`config.mk`:
```
export PLATFORM = sky130hd
export DESIGN_NAME = i2cc_ctrl
export DESIGN_NICKNAME = d
export VERILOG_FILES = /design/src/verilog/i2cc_pkg.sv /design/src/verilog/i2cc_irq_flag.sv /design/src/verilog/i2cc_ctrl.sv
export VERILOG_INCLUDE_DIRS = /design/src /design/src/verilog
export SDC_FILE = /design/constraint.sdc
export NUM_CORES = 1
export LEC_CHECK = 0
export ABC_AREA = 1
export BUFFER_PORTS_ARGS = -buffer_cell sky130_fd_sc_hd__buf_2
export CELL_PAD_IN_SITES_DETAIL_PLACEMENT = 0
export CELL_PAD_IN_SITES_GLOBAL_PLACEMENT = 1
export CORE_MARGIN = 3
export CORE_UTILIZATION = 32
export CTS_BUF_LIST = sky130_fd_sc_hd__clkbuf_8
export DETAILED_ROUTE_END_ITERATION = 16
export PLACE_DENSITY = 0.88
export REMOVE_ABC_BUFFERS = 1
export SYNTH_ARGS = -nofsm -noshare
export SYNTH_HDL_FRONTEND = slang
export SYNTH_SLANG_ARGS = --single-unit
```
`constraint.sdc`:
```
create_clock -name core_clk -period 1.6 [get_ports core_clk]
set_clock_uncertainty 0.1 [all_clocks]
set_input_delay 0.32 -clock core_clk [delete_from_list [all_inputs] [get_ports core_clk]]
set_output_delay 0.32 -clock core_clk [all_outputs]
set_load 0.01 [all_outputs]
```
`src/verilog/i2cc_cfg.svh`:
```
// Constants for the bus interface control layer.
`ifndef I2CC_CFG_SVH
`define I2CC_CFG_SVH
`define I2CC_CLK_SEL_W 5
`define I2CC_IRQ_LVL_W 2
`define I2CC_IRQ_LVL_RST 2'h3
`define I2CC_IRQ_VEC_W 5
`define I2CC_IRQ_VECTOR 5'h10
`define I2CC_NUM_FLAGS 5
`define I2CC_F_XFER 0
`define I2CC_F_BUSERR 1
`define I2CC_F_STOP 2
`define I2CC_F_ARB 3
`define I2CC_F_WAKE 4
`endif

```
`src/verilog/i2cc_pkg.sv`:
```
// Types shared by the bus interface control layer.
package i2cc_pkg;
	typedef enum logic [1:0] {
		MODE_OFF = 2'b00,
		MODE_SLAVE = 2'b01,
		MODE_MASTER = 2'b10
	} i2cc_mode_e;
	typedef enum logic [1:0] {
		ACK_NONE = 2'b00,
		ACK_ADDR = 2'b01,
		ACK_GENCALL = 2'b10,
		ACK_DATA = 2'b11
	} i2cc_ack_e;
	typedef struct packed {
		logic opEnable;
		logic [4:0] shiftClkSel;
		logic divMBypass;
	} i2cc_clk_ctrl_s;
	typedef struct packed {
		logic addrAckDisable;
		logic xferDoneTimingSel;
		logic arbLostIrqEn;
		logic arbLostFlag;
		logic stopDetIrqEn;
		logic stopDetFlag;
		logic wakeupEn;
		logic wakeupFlag;
	} i2cc_ctrl_a_s;
	typedef struct packed {
		logic masterSlaveSelect;
		logic restartGen;
		logic dataAckEnable;
		logic gencallAckEnable;
		logic xferDoneIrqEn;
		logic xferDoneFlag;
		logic busErrIrqEn;
		logic busErrFlag;
	} i2cc_ctrl_b_s;
	typedef struct packed {
		logic sclEighth;
		logic sclNinth;
		logic busErr;
		logic stopDet;
		logic arbLost;
		logic startDet;
		logic transmitting;
		logic firstByte;
		logic standby;
		logic addrMatch;
		logic gencallRx;
		i2cc_ack_e ackSlot;
	} i2cc_bus_ev_s;
	typedef struct packed {
		logic flag;
	} i2cc_flag_state_s;
	typedef struct packed {
		i2cc_clk_ctrl_s clk;
		logic addrAckDisable;
		logic xferDoneTimingSel;
		logic arbLostIrqEn;
		logic stopDetIrqEn;
		logic wakeupEn;
		logic masterSlaveSelect;
		logic dataAckEnable;
		logic gencallAckEnable;
		logic xferDoneIrqEn;
		logic busErrIrqEn;
		logic [1:0] irqLevel;
		i2cc_mode_e mode;
		logic startReq;
		logic restartReq;
		logic stopReq;
		logic ackDrive;
		logic irqOut;
		logic [4:0] irqVector;
	} i2cc_top_state_s;
endpackage

```
`src/verilog/i2cc_irq_flag.sv`:
```
// One sticky interrupt request flag, set by hardware and cleared by a zero write.
`timescale 1ns/1ps
`default_nettype none
module i2cc_irq_flag (
	input wire logic core_clk, // System clock.
	input wire logic sys_rst, // Asynchronous reset, active high.
	input wire logic clkEn, // Freezes the flag while low.
	input wire logic setEv, // Hardware event pulse.
	input wire logic clrWr, // Software wrote zero to the flag.
	input wire logic holdClr, // Interface disabled, flag forced low.
	output logic flag // Flag value.
);
	i2cc_pkg::i2cc_flag_state_s s_reg;
	i2cc_pkg::i2cc_flag_state_s s_next;

	always_comb begin
		s_next = s_reg;
		if (holdClr) begin
			s_next.flag = 1'b0;
		end else if (setEv) begin
			s_next.flag = 1'b1;
		end else if (clrWr) begin
			s_next.flag = 1'b0;
		end
	end

	always_ff @(posedge core_clk or posedge sys_rst) begin
		if (sys_rst) begin
			s_reg <= '0;
		end else if (clkEn) begin
			s_reg <= s_next;
		end
	end

	assign flag = s_reg.flag;

	property p_setWins;
		@(posedge core_clk) disable iff (sys_rst)
		(clkEn && setEv && !holdClr) |=> flag;
	endproperty
	a_setWins: assert property (p_setWins) else $error("flag lost a set event");

	property p_zeroClears;
		@(posedge core_clk) disable iff (sys_rst)
		(clkEn && clrWr && !setEv) |=> !flag;
	endproperty
	a_zeroClears: assert property (p_zeroClears) else $error("zero write did not clear");

	property p_onlyEventSets;
		@(posedge core_clk) disable iff (sys_rst)
		(!flag && !(clkEn && setEv)) |=> !flag;
	endproperty
	a_onlyEventSets: assert property (p_onlyEventSets) else $error("flag rose without event");
endmodule
`default_nettype wire

```
`src/verilog/i2cc_ctrl.sv`:
```
// Control, acknowledge and interrupt layer of the two-wire bus interface.
//
// Contract
// - Interface inactive while operation enable is 0; runs once it is set.
// - Writing 1 to master select starts a master transfer; 0 selects slave.
// - A five-bit clock select field picks the shift clock rate.
// - Divider bypass set makes the clock generator skip the m divider.
// - Own address is acknowledged only while address ack disable is 0.
// - Received data is acknowledged only while data ack enable is 1.
// - General call address is acknowledged only while gencall ack enable is 1.
// - Writing 1 to restart generation issues a repeated start; the code issues it only while master select is 1 and stays 1.
// - Receive completion rises on the ninth SCL, or eighth with timing select.
// - Transfer completion request forwarded only while its enable is 1.
// - Writing 0 to the transfer completion flag clears it.
// - Bus error request forwarded only while its enable is 1.
// - Writing 0 to the bus error flag clears it.
// - Stop detection request forwarded only while its enable is 1.
// - Writing 0 to the stop detection flag clears it.
// - Arbitration lost request forwarded only while its enable is 1.
// - Writing 0 to the arbitration lost flag clears it.
// - Wakeup enable bit switches the start-condition wakeup interrupt on or off.
// - Writing 0 to the wakeup flag clears it.
// - Interrupt served at vector 16 with level from the level register.
// - Eighth-cycle choice applies only to data reception, else ninth.
// - Disabling clears listed control bits, second register mostly, and all flags except the bus error flag.
// - In standby with wakeup enabled, a start condition sets the wakeup flag.
`include "i2cc_cfg.svh"
`timescale 1ns/1ps
`default_nettype none
module i2cc_ctrl (
	input wire logic core_clk, // System clock, 40 MHz.
	input wire logic sys_rst, // Asynchronous reset, active high.
	input wire logic clkEn, // Freezes all state while low.
	input wire logic clkCtrlWr, // Write strobe for clock control.
	input wire i2cc_pkg::i2cc_clk_ctrl_s clkCtrlIn, // Clock control write data.
	input wire logic ctrlAWr, // Write strobe for bus control A.
	input wire i2cc_pkg::i2cc_ctrl_a_s ctrlAIn, // Bus control A write data.
	input wire logic ctrlBWr, // Write strobe for bus control B.
	input wire i2cc_pkg::i2cc_ctrl_b_s ctrlBIn, // Bus control B write data.
	input wire logic irqLevelWr, // Write strobe for interrupt level.
	input wire logic [`I2CC_IRQ_LVL_W-1:0] irqLevelIn, // Interrupt level write data.
	input wire i2cc_pkg::i2cc_bus_ev_s busEv, // Events from the protocol engine.
	output i2cc_pkg::i2cc_clk_ctrl_s clkCtrlOut, // Clock control readback.
	output i2cc_pkg::i2cc_ctrl_a_s ctrlAOut, // Bus control A readback.
	output i2cc_pkg::i2cc_ctrl_b_s ctrlBOut, // Bus control B readback.
	output logic [`I2CC_IRQ_LVL_W-1:0] irqLevelOut, // Interrupt level.
	output logic [`I2CC_IRQ_VEC_W-1:0] irqVectorOut, // Interrupt vector number.
	output i2cc_pkg::i2cc_mode_e modeOut, // Operating mode.
	output logic startReq, // Pulse: generate start as master.
	output logic restartReq, // Pulse: generate repeated start.
	output logic stopReq, // Pulse: generate stop.
	output logic ackDrive, // Drive acknowledge in the current slot.
	output logic irqOut // Combined interrupt request.
);
	i2cc_pkg::i2cc_top_state_s s_reg;
	i2cc_pkg::i2cc_top_state_s s_next;
	logic [`I2CC_NUM_FLAGS-1:0] setV;
	logic [`I2CC_NUM_FLAGS-1:0] clrV;
	logic [`I2CC_NUM_FLAGS-1:0] holdV;
	logic [`I2CC_NUM_FLAGS-1:0] enV;
	logic [`I2CC_NUM_FLAGS-1:0] flagV;
	logic opEn;
	logic opEnNext;
	logic rxData;

	assign opEn = s_reg.clk.opEnable;
	// All flags but the bus error flag drop at the same edge as the control bits when the interface is switched off.
	assign opEnNext = clkCtrlWr ? clkCtrlIn.opEnable : opEn;
	assign rxData = !busEv.transmitting && !busEv.firstByte;

	// Flag events. Nothing is set while the interface is disabled.
	always_comb begin
		setV = '0;
		if (opEn) begin
			if (rxData && s_reg.xferDoneTimingSel) begin
				setV[`I2CC_F_XFER] = busEv.sclEighth;
			end else begin
				setV[`I2CC_F_XFER] = busEv.sclNinth;
			end
			setV[`I2CC_F_BUSERR] = busEv.busErr;
			setV[`I2CC_F_STOP] = busEv.stopDet;
			setV[`I2CC_F_ARB] = busEv.arbLost;
			setV[`I2CC_F_WAKE] = busEv.startDet && busEv.standby && s_reg.wakeupEn;
		end
	end

	// Zero writes clear; ones are ignored by the flag cells.
	always_comb begin
		clrV = '0;
		clrV[`I2CC_F_XFER] = ctrlBWr && opEn && !ctrlBIn.xferDoneFlag;
		clrV[`I2CC_F_BUSERR] = ctrlBWr && !ctrlBIn.busErrFlag;
		clrV[`I2CC_F_STOP] = ctrlAWr && opEn && !ctrlAIn.stopDetFlag;
		clrV[`I2CC_F_ARB] = ctrlAWr && opEn && !ctrlAIn.arbLostFlag;
		clrV[`I2CC_F_WAKE] = ctrlAWr && opEn && !ctrlAIn.wakeupFlag;
	end

	always_comb begin
		holdV = {`I2CC_NUM_FLAGS{!opEnNext}};
		holdV[`I2CC_F_BUSERR] = 1'b0;
		enV = '0;
		enV[`I2CC_F_XFER] = s_reg.xferDoneIrqEn;
		enV[`I2CC_F_BUSERR] = s_reg.busErrIrqEn;
		enV[`I2CC_F_STOP] = s_reg.stopDetIrqEn;
		enV[`I2CC_F_ARB] = s_reg.arbLostIrqEn;
		enV[`I2CC_F_WAKE] = s_reg.wakeupEn;
	end

	genvar gi;
	generate
		for (gi = 0; gi < `I2CC_NUM_FLAGS; gi++) begin : g_flag
			i2cc_irq_flag u_flag (
				.core_clk(core_clk),
				.sys_rst(sys_rst),
				.clkEn(clkEn),
				.setEv(setV[gi]),
				.clrWr(clrV[gi]),
				.holdClr(holdV[gi]),
				.flag(flagV[gi])
			);
		end
	endgenerate

	always_comb begin
		s_next = s_reg;
		s_next.startReq = 1'b0;
		s_next.restartReq = 1'b0;
		s_next.stopReq = 1'b0;
		if (clkCtrlWr) begin
			s_next.clk = clkCtrlIn;
		end
		if (ctrlAWr && opEn) begin
			s_next.addrAckDisable = ctrlAIn.addrAckDisable;
			s_next.xferDoneTimingSel = ctrlAIn.xferDoneTimingSel;
			s_next.arbLostIrqEn = ctrlAIn.arbLostIrqEn;
			s_next.stopDetIrqEn = ctrlAIn.stopDetIrqEn;
			s_next.wakeupEn = ctrlAIn.wakeupEn;
		end
		if (ctrlBWr) begin
			s_next.busErrIrqEn = ctrlBIn.busErrIrqEn;
			if (opEn) begin
				s_next.masterSlaveSelect = ctrlBIn.masterSlaveSelect;
				s_next.dataAckEnable = ctrlBIn.dataAckEnable;
				s_next.gencallAckEnable = ctrlBIn.gencallAckEnable;
				s_next.xferDoneIrqEn = ctrlBIn.xferDoneIrqEn;
				s_next.startReq = ctrlBIn.masterSlaveSelect && !s_reg.masterSlaveSelect;
				s_next.stopReq = !ctrlBIn.masterSlaveSelect && s_reg.masterSlaveSelect;
				// A repeated start only makes sense while already master.
				s_next.restartReq = ctrlBIn.restartGen && ctrlBIn.masterSlaveSelect
					&& s_reg.masterSlaveSelect;
			end
		end
		if (irqLevelWr) begin
			s_next.irqLevel = irqLevelIn;
		end
		if (!s_next.clk.opEnable) begin
			s_next.addrAckDisable = 1'b0;
			s_next.xferDoneTimingSel = 1'b0;
			s_next.wakeupEn = 1'b0;
			s_next.masterSlaveSelect = 1'b0;
			s_next.dataAckEnable = 1'b0;
			s_next.gencallAckEnable = 1'b0;
			s_next.xferDoneIrqEn = 1'b0;
			s_next.startReq = 1'b0;
			s_next.restartReq = 1'b0;
			s_next.stopReq = 1'b0;
		end
		case ({s_next.clk.opEnable, s_next.masterSlaveSelect})
			2'b10: s_next.mode = i2cc_pkg::MODE_SLAVE;
			2'b11: s_next.mode = i2cc_pkg::MODE_MASTER;
			default: s_next.mode = i2cc_pkg::MODE_OFF;
		endcase
		case (busEv.ackSlot)
			i2cc_pkg::ACK_ADDR: s_next.ackDrive = opEn && busEv.addrMatch
				&& !s_reg.addrAckDisable;
			i2cc_pkg::ACK_GENCALL: s_next.ackDrive = opEn && busEv.gencallRx
				&& s_reg.gencallAckEnable;
			i2cc_pkg::ACK_DATA: s_next.ackDrive = opEn && s_reg.dataAckEnable;
			default: s_next.ackDrive = 1'b0;
		endcase
		s_next.irqOut = |(flagV & enV);
		s_next.irqVector = `I2CC_IRQ_VECTOR;
	end

	always_ff @(posedge core_clk or posedge sys_rst) begin
		if (sys_rst) begin
			s_reg <= '0;
			s_reg.irqLevel <= `I2CC_IRQ_LVL_RST;
			s_reg.irqVector <= `I2CC_IRQ_VECTOR;
		end else if (clkEn) begin
			s_reg <= s_next;
		end
	end

	always_comb begin
		clkCtrlOut = s_reg.clk;
		ctrlAOut.addrAckDisable = s_reg.addrAckDisable;
		ctrlAOut.xferDoneTimingSel = s_reg.xferDoneTimingSel;
		ctrlAOut.arbLostIrqEn = s_reg.arbLostIrqEn;
		ctrlAOut.arbLostFlag = flagV[`I2CC_F_ARB];
		ctrlAOut.stopDetIrqEn = s_reg.stopDetIrqEn;
		ctrlAOut.stopDetFlag = flagV[`I2CC_F_STOP];
		ctrlAOut.wakeupEn = s_reg.wakeupEn;
		ctrlAOut.wakeupFlag = flagV[`I2CC_F_WAKE];
		ctrlBOut.masterSlaveSelect = s_reg.masterSlaveSelect;
		ctrlBOut.restartGen = s_reg.restartReq;
		ctrlBOut.dataAckEnable = s_reg.dataAckEnable;
		ctrlBOut.gencallAckEnable = s_reg.gencallAckEnable;
		ctrlBOut.xferDoneIrqEn = s_reg.xferDoneIrqEn;
		ctrlBOut.xferDoneFlag = flagV[`I2CC_F_XFER];
		ctrlBOut.busErrIrqEn = s_reg.busErrIrqEn;
		ctrlBOut.busErrFlag = flagV[`I2CC_F_BUSERR];
	end

	assign irqLevelOut = s_reg.irqLevel;
	assign irqVectorOut = s_reg.irqVector;
	assign modeOut = s_reg.mode;
	assign startReq = s_reg.startReq;
	assign restartReq = s_reg.restartReq;
	assign stopReq = s_reg.stopReq;
	assign ackDrive = s_reg.ackDrive;
	assign irqOut = s_reg.irqOut;

	property p_startOnSelect;
		@(posedge core_clk) disable iff (sys_rst)
		(clkEn && opEn && !clkCtrlWr && ctrlBWr && ctrlBIn.masterSlaveSelect
			&& !s_reg.masterSlaveSelect) |=> (startReq && modeOut == i2cc_pkg::MODE_MASTER);
	endproperty
	a_startOnSelect: assert property (p_startOnSelect) else $error("no start on select");

	property p_disableClears;
		@(posedge core_clk) disable iff (sys_rst)
		!opEn |-> (!s_reg.wakeupEn && !s_reg.masterSlaveSelect && !flagV[`I2CC_F_XFER]
			&& modeOut == i2cc_pkg::MODE_OFF);
	endproperty
	a_disableClears: assert property (p_disableClears) else $error("disable left bits set");

	property p_irqCombine;
		@(posedge core_clk) disable iff (sys_rst)
		clkEn |=> (irqOut == |($past(flagV) & $past(enV)));
	endproperty
	a_irqCombine: assert property (p_irqCombine) else $error("combined irq wrong");

	property p_eighthRx;
		@(posedge core_clk) disable iff (sys_rst)
		(clkEn && opEn && !clkCtrlWr && busEv.sclEighth && rxData
			&& s_reg.xferDoneTimingSel) |=> ctrlBOut.xferDoneFlag;
	endproperty
	a_eighthRx: assert property (p_eighthRx) else $error("no eighth-cycle completion");

	property p_eighthTxIgnored;
		@(posedge core_clk) disable iff (sys_rst)
		(clkEn && !flagV[`I2CC_F_XFER] && busEv.sclEighth && !busEv.sclNinth
			&& busEv.transmitting) |=> !ctrlBOut.xferDoneFlag;
	endproperty
	a_eighthTxIgnored: assert property (p_eighthTxIgnored) else $error("eighth set on tx");

	property p_addrAck;
		@(posedge core_clk) disable iff (sys_rst)
		(clkEn && busEv.ackSlot == i2cc_pkg::ACK_ADDR && busEv.addrMatch && opEn)
			|=> (ackDrive == !$past(s_reg.addrAckDisable));
	endproperty
	a_addrAck: assert property (p_addrAck) else $error("address ack wrong");

	property p_gencallAck;
		@(posedge core_clk) disable iff (sys_rst)
		(clkEn && busEv.ackSlot == i2cc_pkg::ACK_GENCALL && !s_reg.gencallAckEnable)
			|=> !ackDrive;
	endproperty
	a_gencallAck: assert property (p_gencallAck) else $error("gencall ack while off");

	property p_dataAck;
		@(posedge core_clk) disable iff (sys_rst)
		(clkEn && busEv.ackSlot == i2cc_pkg::ACK_DATA) |=> (ackDrive == $past(s_reg.dataAckEnable));
	endproperty
	a_dataAck: assert property (p_dataAck) else $error("data ack wrong");

	property p_wakeup;
		@(posedge core_clk) disable iff (sys_rst)
		(clkEn && opEn && !clkCtrlWr && s_reg.wakeupEn && busEv.standby && busEv.startDet)
			|=> ctrlAOut.wakeupFlag;
	endproperty
	a_wakeup: assert property (p_wakeup) else $error("no wakeup on start");

	property p_vector;
		@(posedge core_clk) disable iff (sys_rst)
		irqVectorOut == `I2CC_IRQ_VECTOR;
	endproperty
	a_vector: assert property (p_vector) else $error("wrong vector");

	property p_irqGate;
		@(posedge core_clk) disable iff (sys_rst)
		(clkEn && !(|(flagV & enV))) |=> !irqOut;
	endproperty
	a_irqGate: assert property (p_irqGate) else $error("irq without enabled flag");

	property p_clearXfer;
		@(posedge core_clk) disable iff (sys_rst)
		(clkEn && ctrlBWr && opEn && !ctrlBIn.xferDoneFlag && !setV[`I2CC_F_XFER])
			|=> !ctrlBOut.xferDoneFlag;
	endproperty
	a_clearXfer: assert property (p_clearXfer) else $error("completion flag kept");

	property p_clearBusErr;
		@(posedge core_clk) disable iff (sys_rst)
		(clkEn && ctrlBWr && !ctrlBIn.busErrFlag && !setV[`I2CC_F_BUSERR])
			|=> !ctrlBOut.busErrFlag;
	endproperty
	a_clearBusErr: assert property (p_clearBusErr) else $error("bus error flag kept");

	property p_clearStop;
		@(posedge core_clk) disable iff (sys_rst)
		(clkEn && ctrlAWr && opEn && !ctrlAIn.stopDetFlag && !setV[`I2CC_F_STOP])
			|=> !ctrlAOut.stopDetFlag;
	endproperty
	a_clearStop: assert property (p_clearStop) else $error("stop flag kept");

	property p_clearArb;
		@(posedge core_clk) disable iff (sys_rst)
		(clkEn && ctrlAWr && opEn && !ctrlAIn.arbLostFlag && !setV[`I2CC_F_ARB])
			|=> !ctrlAOut.arbLostFlag;
	endproperty
	a_clearArb: assert property (p_clearArb) else $error("arbitration flag kept");

	property p_clearWake;
		@(posedge core_clk) disable iff (sys_rst)
		(clkEn && ctrlAWr && opEn && !ctrlAIn.wakeupFlag && !setV[`I2CC_F_WAKE])
			|=> !ctrlAOut.wakeupFlag;
	endproperty
	a_clearWake: assert property (p_clearWake) else $error("wakeup flag kept");

	property p_restart;
		@(posedge core_clk) disable iff (sys_rst)
		(clkEn && opEn && !clkCtrlWr && ctrlBWr && ctrlBIn.restartGen
			&& ctrlBIn.masterSlaveSelect && s_reg.masterSlaveSelect) |=> restartReq;
	endproperty
	a_restart: assert property (p_restart) else $error("no repeated start");

	property p_clkLoad;
		@(posedge core_clk) disable iff (sys_rst)
		(clkEn && clkCtrlWr) |=> (clkCtrlOut == $past(clkCtrlIn));
	endproperty
	a_clkLoad: assert property (p_clkLoad) else $error("clock control not loaded");

	property p_stopOnSlave;
		@(posedge core_clk) disable iff (sys_rst)
		(clkEn && opEn && !clkCtrlWr && ctrlBWr && !ctrlBIn.masterSlaveSelect
			&& s_reg.masterSlaveSelect) |=> (stopReq && modeOut == i2cc_pkg::MODE_SLAVE);
	endproperty
	a_stopOnSlave: assert property (p_stopOnSlave) else $error("no slave select");

	property p_offOnDisable;
		@(posedge core_clk) disable iff (sys_rst)
		(clkEn && clkCtrlWr && !clkCtrlIn.opEnable)
			|=> (modeOut == i2cc_pkg::MODE_OFF && !startReq && !restartReq);
	endproperty
	a_offOnDisable: assert property (p_offOnDisable) else $error("disable left mode on");
endmodule
`default_nettype wire

```
# --- Word-level counts from Yosys, hierarchy flattened ---
# Index checks and enable logic that the tools add are counted.
word_totals:
  regBits: 31
  wordCells: 109
classes:
  n_eq_ne: 12
  muxes: 28
  bitwise_logic: 1
  n_reduce_logical: 43
op_table:
  columns: ["op", "n"]
  rows:
  - ["$logic_and A1 B1 Y1", 20]
  - ["$mux W5", 4]
  - ["$reduce_and A2 Y1", 10]
  - ["$mux W1", 16]
  - ["$ne A3 B2 Y1 const B", 4]
  - ["$logic_not A1 Y1", 10]
  - ["$mux W3", 3]
  - ["$eq A2 B2 Y1 const B", 4]
  - ["$mux W7", 1]
  - ["$and A5 B5 Y5", 1]
  - ["$reduce_or A5 Y1", 1]
  - ["$mux W4", 1]
  - ["$ne A2 B2 Y1 const B", 2]
  - ["$pmux W2 S2", 1]
  - ["$pmux W1 S3", 1]
  - ["$reduce_and A3 Y1", 1]
  - ["$eq A2 B1 Y1 const B", 1]
  - ["$mux W2", 1]
  - ["$ne A2 B1 Y1 const B", 1]
  - ["$reduce_bool A2 Y1", 1]

# --- Depth between registers and ports, before layout ---
# Gate-level depths: netlist of run 1.
logic_depth:
  depth_word: 7
  depth_mapped: 8
  ltp_nobuf: 8

# --- By module ---
# Synthesis of run 1 repeated with hierarchy kept, for this count alone.
hier_totals:
  hier_cells: 201
  hier_area_um2: 1626.6
by_module_without_submodules:
  columns: ["module", "n_inst", "cells_per_inst", "area_per_inst_um2"]
  rows:
  - ["i2cc_ctrl", 1, 171, 1382.6]
  - ["i2cc_irq_flag", 5, 6, 48.8]

# --- Least setup slack after synthesis of run 1 ---
# No wires, ideal clock.
synth_timing:
  kind: "reg-to-reg"
  start: "register s_reg (netlist bit opEn)"
  end: "register s_reg (netlist bit ctrlAOut[3])"
  setup_time_ns: 0.125
  arrival_ns: 1.051
  required_time_ns: 1.375
  slack_ns: 0.325
  path_stages_with_launch: 5
  n_path_buf: 0
  synth_period_minus_slack_ns: 1.275
  cell_sequence: "dfrtp_1 -> nand2_1 -> inv_1 -> nand2_2 -> mux2_2"
synth_between:
  elab_chain_cells: 2
synth_rtl:
  columns: ["item", "line", "rtl"]
  rows:
  - ["from (decl)", "i2cc_ctrl.sv:55", "i2cc_pkg::i2cc_top_state_s s_reg;"]
  - ["from (signal assigned)", "i2cc_ctrl.sv:190", "s_reg <= s_next;"]
  - ["$logic_and A1 B1 Y1", "i2cc_ctrl.sv:131", "if (ctrlAWr && opEn) begin"]
  - ["$reduce_and A2 Y1 (no line)", null, null]
# Every way passes these cells.
# A chain may end at the register's enable or synchronous reset.

# --- Final worst setup path of run 1 ---
layout_timing:
  start: "register s_reg (netlist bit opEn)"
  end: "register g_flag[0].u_flag.s_reg"
layout_between:
  elab_chain_cells: 4
  elab_cells_between_ends: 8
  classes_between: "eq/ne: 1; mux: 4; reduce/logical: 3"
layout_rtl:
  columns: ["item", "line", "rtl"]
  rows:
  - ["$logic_and A1 B1 Y1 (2 in a row)", "i2cc_ctrl.sv:90", "clrV[`I2CC_F_XFER] = ctrlBWr && opEn && !ctrlBIn.xferDoneFlag;"]
  - ["$ne A3 B2 Y1 (no line)", null, null]
  - ["$reduce_and A2 Y1 (no line)", null, null]
  - ["to (signal assigned)", "i2cc_irq_flag.sv:31", "s_reg <= s_next;"]
  - ["to (decl)", "i2cc_irq_flag.sv:13", "i2cc_pkg::i2cc_flag_state_s s_reg;"]
# Parallel ways exist; a longest one is shown, timed or not.

==> results of run 1 <==
[worst max path at each step]
stage,end,slack [ns]
5_1_grt,g_flag[0].u_flag.flag,0.08
3_3_place_gp,ctrlAOut[3],0.19
4_1_cts,g_flag[0].u_flag.flag,0.21
3_5_place_dp,ctrlAOut[5],0.16
2_1_floorplan,ctrlAOut[3],0.28
6_report,g_flag[0].u_flag.flag,0.23
[per-layer routing]
layer	GRT usage (%)	up-vias
met5	0	-
met4	5.53	0
met3	5.79	2
met2	22.0	52
met1	17.1	569
li1	-	647
[registers in the layout (all words and copies together), names as in the netlist]
name,flops
ackDrive,1
clkCtrlOut,6
ctrlAOut,5
ctrlBOut,4
g_flag.u_flag.flag,5
irqLevelOut,2
irqOut,1
modeOut,2
opEn,1
restartReq,1
startReq,1
stopReq,1
[worst reg2reg max path, cell delays in order (launching register included)]
cell and delay, ns:
dfrtp_1 0.40, inv_1 0.09, o21ai_4 0.23, nand2_1 0.17
or2_1 0.26, nand2_1 0.07
[layout make-up]
type                       count  area (um^2)  area share (%)
clock buffer                   5         68.8            3.61
clock inverter                 3         11.3           0.591
inverter                      22         82.6            4.33
multi-input combinational     95          515            27.0
sequential                    30          753            39.5
tap                           50         62.6            3.28
timing repair buffer          80          413            21.7
[synthesized netlist by cell type]
library cell   n
inv_2          1
a21oi_1        4
dfrtp_1       28
conb_1         2
dfstp_2        2
o221ai_1       1
nand4_1        1
nand3_1       10
o21ai_0       14
nand2_1       32
buf_2          1
nand2_2        1
o22ai_1        4
o21ai_4        1
mux2_2        11
nor2_1         8
o31ai_1        1
a31oi_1        1
inv_1         21
buf_4         13
or2_1          1
[stage by stage]
stage | total power, mW | utilization, % | cells
floorplan | 1.11 | - | 147
global placement | 1.31 | 43.5 | 276
detailed placement | 1.31 | 43.5 | 276
CTS | 1.88 | 45.7 | 285
global route | 1.96 | 45.7 | 285
finish | 1.84 | 45.7 | 285
[kinds of logic (layout without fill, tap and decap cells)]
logic type / Yosys count / in the layout / synth area share (%)
AO/OA/AOI/OAI: 26 / 26 / 10.7
multiplexers: 11 / 11 / 8.59
AND/OR/NAND/NOR: 53 / 53 / 15.2
other: 2 / 5 / 0.521
flip-flops: 30 / 30 / 52.2
buffers and inverters: 36 / 110 / 12.8
[power by group through the flow]
stage               Sequential (mW)  Clock [mW]  Combinational (mW)
detailed placement            0.921           0               0.394
global route                  0.918       0.610               0.437
global placement              0.917           0               0.389
floorplan                     0.960           0               0.155
finish                        0.907       0.543               0.387
CTS                           0.908       0.574               0.397
[timing repair]
action	4_1_cts	5_1_grt
setup endpoints to repair	0	0
hold buffers	1	0
endpoints found under the hold margin	6	0
==> impl_summary.md, run 1 <==
Synth
The post-synthesis cell count is 158. In the post-synthesis netlist, the biggest area contributors are dfrtp_1, mux2_2, nand2_1. Summed over all instances, the cell type with the most area after synthesis is dfrtp_1.

Synthesis inferred 30 register bits. Summing the sequential cell areas from Yosys gives 52.2% of the chip area. The synthesized area per cell is 9.13 um^2.

The synthesized area is 1440 um^2. Of the post-synthesis cell area, the dominant cell type holds 48.6%. The netlist uses 21 different library cells.

The warning count from the yosys run is 0.

CTS
CTS built an H-tree with a depth of 2. The number of setup buffers added after CTS is 0. The number of gates resized after CTS was 0. In this run, CTS created clock tree buffers numbering 5. The tree is rooted in a clkbuf_8. The clock slew seen by the registers of the worst setup and hold paths is 0.06 ns. The clock sink count is 30. TritonCTS built the clock tree. Counting along the longest clock path gives a buffer depth of 2.

The clock latency reported for the late side of the worst-skew pair is 0.28 ns.

Pwr
The share of total power dissipated in combinational logic is 21.1%. In this run, flip-flops and latches consume 49.4% of the power. For this design the static power due to leakage is 1.06 nW. The internal power contribution is 1.32 mW. The switching power total is 0.515 mW. Across the VDD grid, the largest voltage drop is 0.000454 V. For this design the ratio of total power to cell area is 963 nW/um^2. The relative contribution of the clock network to total power is 29.5%. The fraction of power spent switching nets is 28.0%.

Global route
The global-route wire length before repair is 5620 um. The number of antenna violations at the first check in global routing was 0. The total overflow reported by the global router is 0. The number of global-route vias before repair is 1242. The global-route usage over all layers is 14.1%.

The maximum number of pins on one net before global-route repair is 13.

Cells and area
The fill cell instance count of the final layout is 433. With fillers left out, the area of the finished cells amounts to 1910 um^2. The fraction of final layout cells sized beyond drive strength 1 is 42.6%. The number of antenna diodes in the final layout is 0. The count of nets after finishing is 279. Leaving out fill and tap cells, the most frequent cell in the layout is buf_2. The top cell types in the final layout, fill and taps aside, are buf_2, nand2_1, dfrtp_1.

The area added between synthesis and finish is 32.2%.

Floorplanning
The starting utilization of the core area is 34.6%. The floorplan row count is 23. In this run the horizontal extent of the chip is 73.1 um. The area of the core is 4170 um^2. The full die area is 5350 um^2.

The die is 73.1 um tall. In this run the count of I/O pins placed on the die edge is 82.

Route
The routed design uses 1750 um of met2 wire. Summing over every cut layer, the via total after detailed routing is 1270. The routed length on met1 is 1420 um. The top layer reached by signal wires is met4.

The detailed-route DRC error count is 0. The final antenna-violating net count is 0. The number of detailed-routing iterations run before antenna repair is 4.

Dividing the detail-routed wire length by the instance count gives 12.4 um. The amount of wire on met3 after detailed routing is 336 um. The mean number of vias per cell is 4.46.

The final wirelength is 3530 um. The number of violations reported at the end of detailed-routing iteration 0 is 40.

Setup path
STA puts the critical path data arrival time at 1.49 ns. In this run the number of cells on the critical path is 5. The required time at the endpoint of the critical path is 1.72 ns.

The logic depth of the worst register-to-register path is 5. The critical path is of the reg -> reg type. STA classifies the critical path startpoint as a flop. On the worst path, the slowest cell contributes a delay of 0.40 ns. Among cell families on the critical path, the largest total delay comes from simple AND/OR/NAND/NOR gates. Across all register-to-register paths, the minimum setup slack is 0.23 ns. The worst setup path is captured at a flop.

The beginning of the worst register-to-register path is opEn. In this run the critical register-to-register path is captured at g_flag[0].u_flag.flag. In this run the worst path has a maximum fanout of 8. For this design, the slowest cell found on the critical path is dfrtp_1. Walking the worst path, the cells encountered are inv_1 > o21ai_4 > nand2_1 > or2_1 > nand2_1. The most numerous cell on the critical path is nand2_1.

The number of buffers and inverters on the critical path is 1. The startpoint of the most critical setup path is opEn.

Min path
The end point of the worst hold path is g_flag[1].u_flag.flag. The class of the tightest hold or removal check is in -> reg. The startpoint of the worst hold path is busEv[10]. The number of instances on the worst hold path is 3.

STA
The minimum clock period is 1.37 ns. Setup slack on the critical path of the routed design comes to 0.228 ns. The highest achievable clock rate is 0.729 GHz. Setup repair after global routing left no endpoint under its margin.

The number of hold violations in the final report is 0. The worst hold slack across all endpoints is 0.148 ns. The number of max-slew violations in the final report is 0.

The number of setup violations in the final report is 0. Summed over all failing endpoints, the final setup total negative slack is 0 ns. Dividing the final minimum period by the clock period gives 85.7%.

Run
The tool flagged a number of max-cap violations equal to 0.

Placed design
Summing all placed instances gives a cell area of 1820 um^2. The routability congestion estimate from global placement is 0.797. The sum of net half-perimeters after detailed placement is 2880 um. Before CTS, the worst setup slack after placement is 0.161 ns. The count of input and output buffers is 76.

Run status
The run finished with clean final reports.
Note: power is estimated with default switching activity, not from simulation.
==> run 2, diff against run 1 <==
--- a/config.mk
+++ b/config.mk
@@ -14,8 +14,10 @@
 export CORE_UTILIZATION = 32
 export CTS_BUF_LIST = sky130_fd_sc_hd__clkbuf_8
 export DETAILED_ROUTE_END_ITERATION = 16
+export GPL_TIMING_DRIVEN = 0
 export PLACE_DENSITY = 0.88
 export REMOVE_ABC_BUFFERS = 1
 export SYNTH_ARGS = -nofsm -noshare
 export SYNTH_HDL_FRONTEND = slang
 export SYNTH_SLANG_ARGS = --single-unit
+export TNS_END_PERCENT = 20
==> impl_summary.md, run 2 (synthesized netlist as in run 1, its figures left out) <==
Run status
Result of the run: completed (unchanged).

Pwr
The total power density per cell area is 1010 nW/um^2 (was 963 nW/um^2). The static leakage power is 1.04 nW (was 1.06 nW). The maximum resistive drop on vdd is 0.000572 V (was 0.000454 V).

The internal power contribution is 1.37 mW (was 1.32 mW). The register share of total power is 47.6% (was 49.4%). The switching power total is 0.532 mW (was 0.515 mW). The post-layout total power is 1.90 mW (was 1.84 mW). The share of total power in combinational logic is 20.0% (was 21.1%). The fraction of power spent switching nets came to 28.0% (about the same). The relative contribution of the clock network to total power was 32.3% (was 29.5%).

Cells and area
Commonest cells after routing, fill and taps aside: buf_2, nand2_1, dfrtp_1 (unchanged). The fraction of final layout cells sized beyond drive strength 1 was 42.9% (was 42.6%). The area added between synthesis and finish is 30.7% (was 32.2%). The core utilization of the finished layout was 45.2% (was 45.7%).

The count of antenna diodes in the layout is 0 (unchanged). The count of nets after finishing is 275 (was 279). The leading cell type in the layout, fill and taps excluded is buf_2 (unchanged).

The number of flip-flops under the largest register name was 6 (unchanged). The fill cell instance count of the final layout is 436 (was 433).

Global route
The global-route usage over all layers was 13.5% (was 14.1%). The maximum number of pins on one net before global-route repair was 31 (was 13). The total overflow reported by the global router is 0 (unchanged). The number of global-route vias before repair came to 1209 (was 1242). The global-route wire length before repair is 5480 um (was 5620 um). The number of antenna violations at the first check in global routing is 0 (unchanged).

STA
At the pin with the least slew margin, the transition time is 1.17 ns. The highest achievable clock rate is 0.683 GHz (was 0.729 GHz). The minimum clock period is 1.46 ns (was 1.37 ns). The number of hold violations in the final report is 0 (unchanged). Measured against its own limit, the worst slew margin works out to 21.8%.

The final sum of negative setup slack is 0 ns (unchanged). The number of setup violations in the final report is 0 (unchanged). Unrepaired setup endpoints after global routing: false (unchanged). The fraction of the cycle the final worst path needs is 91.5% (was 85.7%). The number of max-slew violations in the final report is 0 (unchanged).

Placed design
The count of input and output buffers is 76 (unchanged). The routability congestion estimate from global placement came to 0.757 (was 0.797). The sum of net half-perimeters after detailed placement is 2740 um (was 2880 um).

CTS
The clock slew seen by the registers of the worst setup and hold paths came to 0.06 ns (about the same). The post-cts resize count was 0 (unchanged). The buffer cell driving the clock tree root is clkbuf_8 (unchanged). The quantity of hold-fixing buffers added after cts is 0 (was 1). The total CTS buffers is 5 (unchanged). The CTS tree is done (unchanged). The number of H-tree levels is 2 (unchanged). The clock sink count is 30 (unchanged). The number of buffers inserted to repair setup after CTS came to 0 (unchanged). The maximum count of clock buffers along a single path is 2 (unchanged).

The clock latency reported for the late side of the worst-skew pair is 0.28 ns (about the same).

Route
The detailed-route DRC error count is 0 (unchanged). The top layer reached by signal wires is met4 (unchanged). The detail-routed net length per standard cell was 12.4 um (about the same). The amount of wire on met3 after detailed routing is 269 um (was 336 um). The number of detailed-routing iterations run before antenna repair was 4 (unchanged). The final antenna-violating net count is 0 (unchanged). The routed length on met1 was 1490 um (was 1420 um).

The final wirelength was 3470 um (was 3530 um). The count of vias placed by the detailed router came to 1256 (was 1270). The number of violations reported at the end of detailed-routing iteration 0 was 36 (was 40). The mean number of vias per cell was 4.47 (was 4.46). The met2 wirelength from detailed routing came to 1680 um (was 1750 um).

Floorplanning
The floorplan row count came to 23 (unchanged). The full die area is 5350 um^2 (unchanged). The die extent in x is 73.1 um (unchanged).

The floorplan die height came to 73.1 um (unchanged). The starting utilization of the core area is 34.6% (unchanged). The I/O pin count is 82 (unchanged).

The area of the core came to 4170 um^2 (unchanged).

Setup path
The category of the worst setup path capture point is a flop (unchanged). The logic depth of the worst register-to-register path is 4 (was 5). The launching element type of the critical path is a flop (unchanged).

The largest fanout on the critical path is 8 (unchanged). The data arrival time of the worst path is 1.53 ns (was 1.49 ns). The category of the most critical setup path is reg -> reg (unchanged). The required time at the endpoint of the critical path was 1.66 ns (was 1.72 ns).

Run
The max-cap check violation count is 0 (unchanged).

Min path
The class of the tightest hold or removal check is in -> reg (unchanged). The number of instances on the worst hold path is 3 (unchanged).
[run 2: cell count changes in the layout (fill, tap and decap cells not counted), sizes merged]
| cell | delta |
|---|---|
| buf | -3 |
| clkinv | +1 |
| clkbuf | +1 |
| dlygate4sd3 | -1 |
| inv | -2 |
[run 2: power by group through the flow]
stage / Combinational, mW / Sequential (mW) / Clock, mW
4_1_cts: 0.389 / 0.906 / 0.634
3_3_place_gp: 0.382 / 0.916 / 0
6_report: 0.380 / 0.904 / 0.613
2_1_floorplan: 0.155 / 0.960 / 0
3_5_place_dp: 0.388 / 0.919 / 0
5_1_grt: 0.428 / 0.919 / 0.667
[run 2: final timing paths]
path,slack [ns],to,start
worst max register to register,0.14,ctrlAOut[3],opEn
worst max-delay path,0.14,ctrlAOut[3],opEn
worst min register to register,0.37,ackDrive,ackDrive
worst min-delay path,0.14,g_flag[1].u_flag.flag,busEv[10]
max in group asynchronous,0.45,opEn,sys_rst
min in group asynchronous,0.24,ctrlBOut[1],sys_rst
[run 2: cell type report]
class | count | area [um^2] | area share (%)
multi-input combinational | 95 | 515 | 27.3
tap | 50 | 62.6 | 3.32
timing repair buffer | 76 | 380 | 20.2
inverter | 22 | 82.6 | 4.38
clock inverter | 2 | 8.76 | 0.464
clock buffer | 6 | 82.6 | 4.38
sequential | 30 | 753 | 39.9
[run 2: stage by stage]
step | hold slack, ns | instances | setup WS [ns] | area (um^2)
final | 0.140 | 281 | 0.136 | 1890
after global routing | 0.155 | 281 | 0.0264 | 1890
after CTS | 0.127 | 281 | 0.114 | 1890
after detailed placement | 0.362 | 273 | 0.0191 | 1790
after global placement | 0.361 | 273 | 0.0347 | 1790
after floorplan | 0.309 | 147 | 0.279 | 1350
[run 2: routing by layer]
| metal | track usage (%) | vias to the layer above |
|---|---|---|
| met5 | 0 | - |
| met4 | 3.69 | 0 |
| met3 | 4.96 | 5 |
| met2 | 21.3 | 46 |
| met1 | 17.5 | 570 |
| li1 | - | 635 |
[run 2: critical path: stages (launching register included)]
cell and delay, ns:
dfrtp_1 0.42, nand2_1 0.18, inv_1 0.14, nand2_2 0.17
mux2_2 0.35
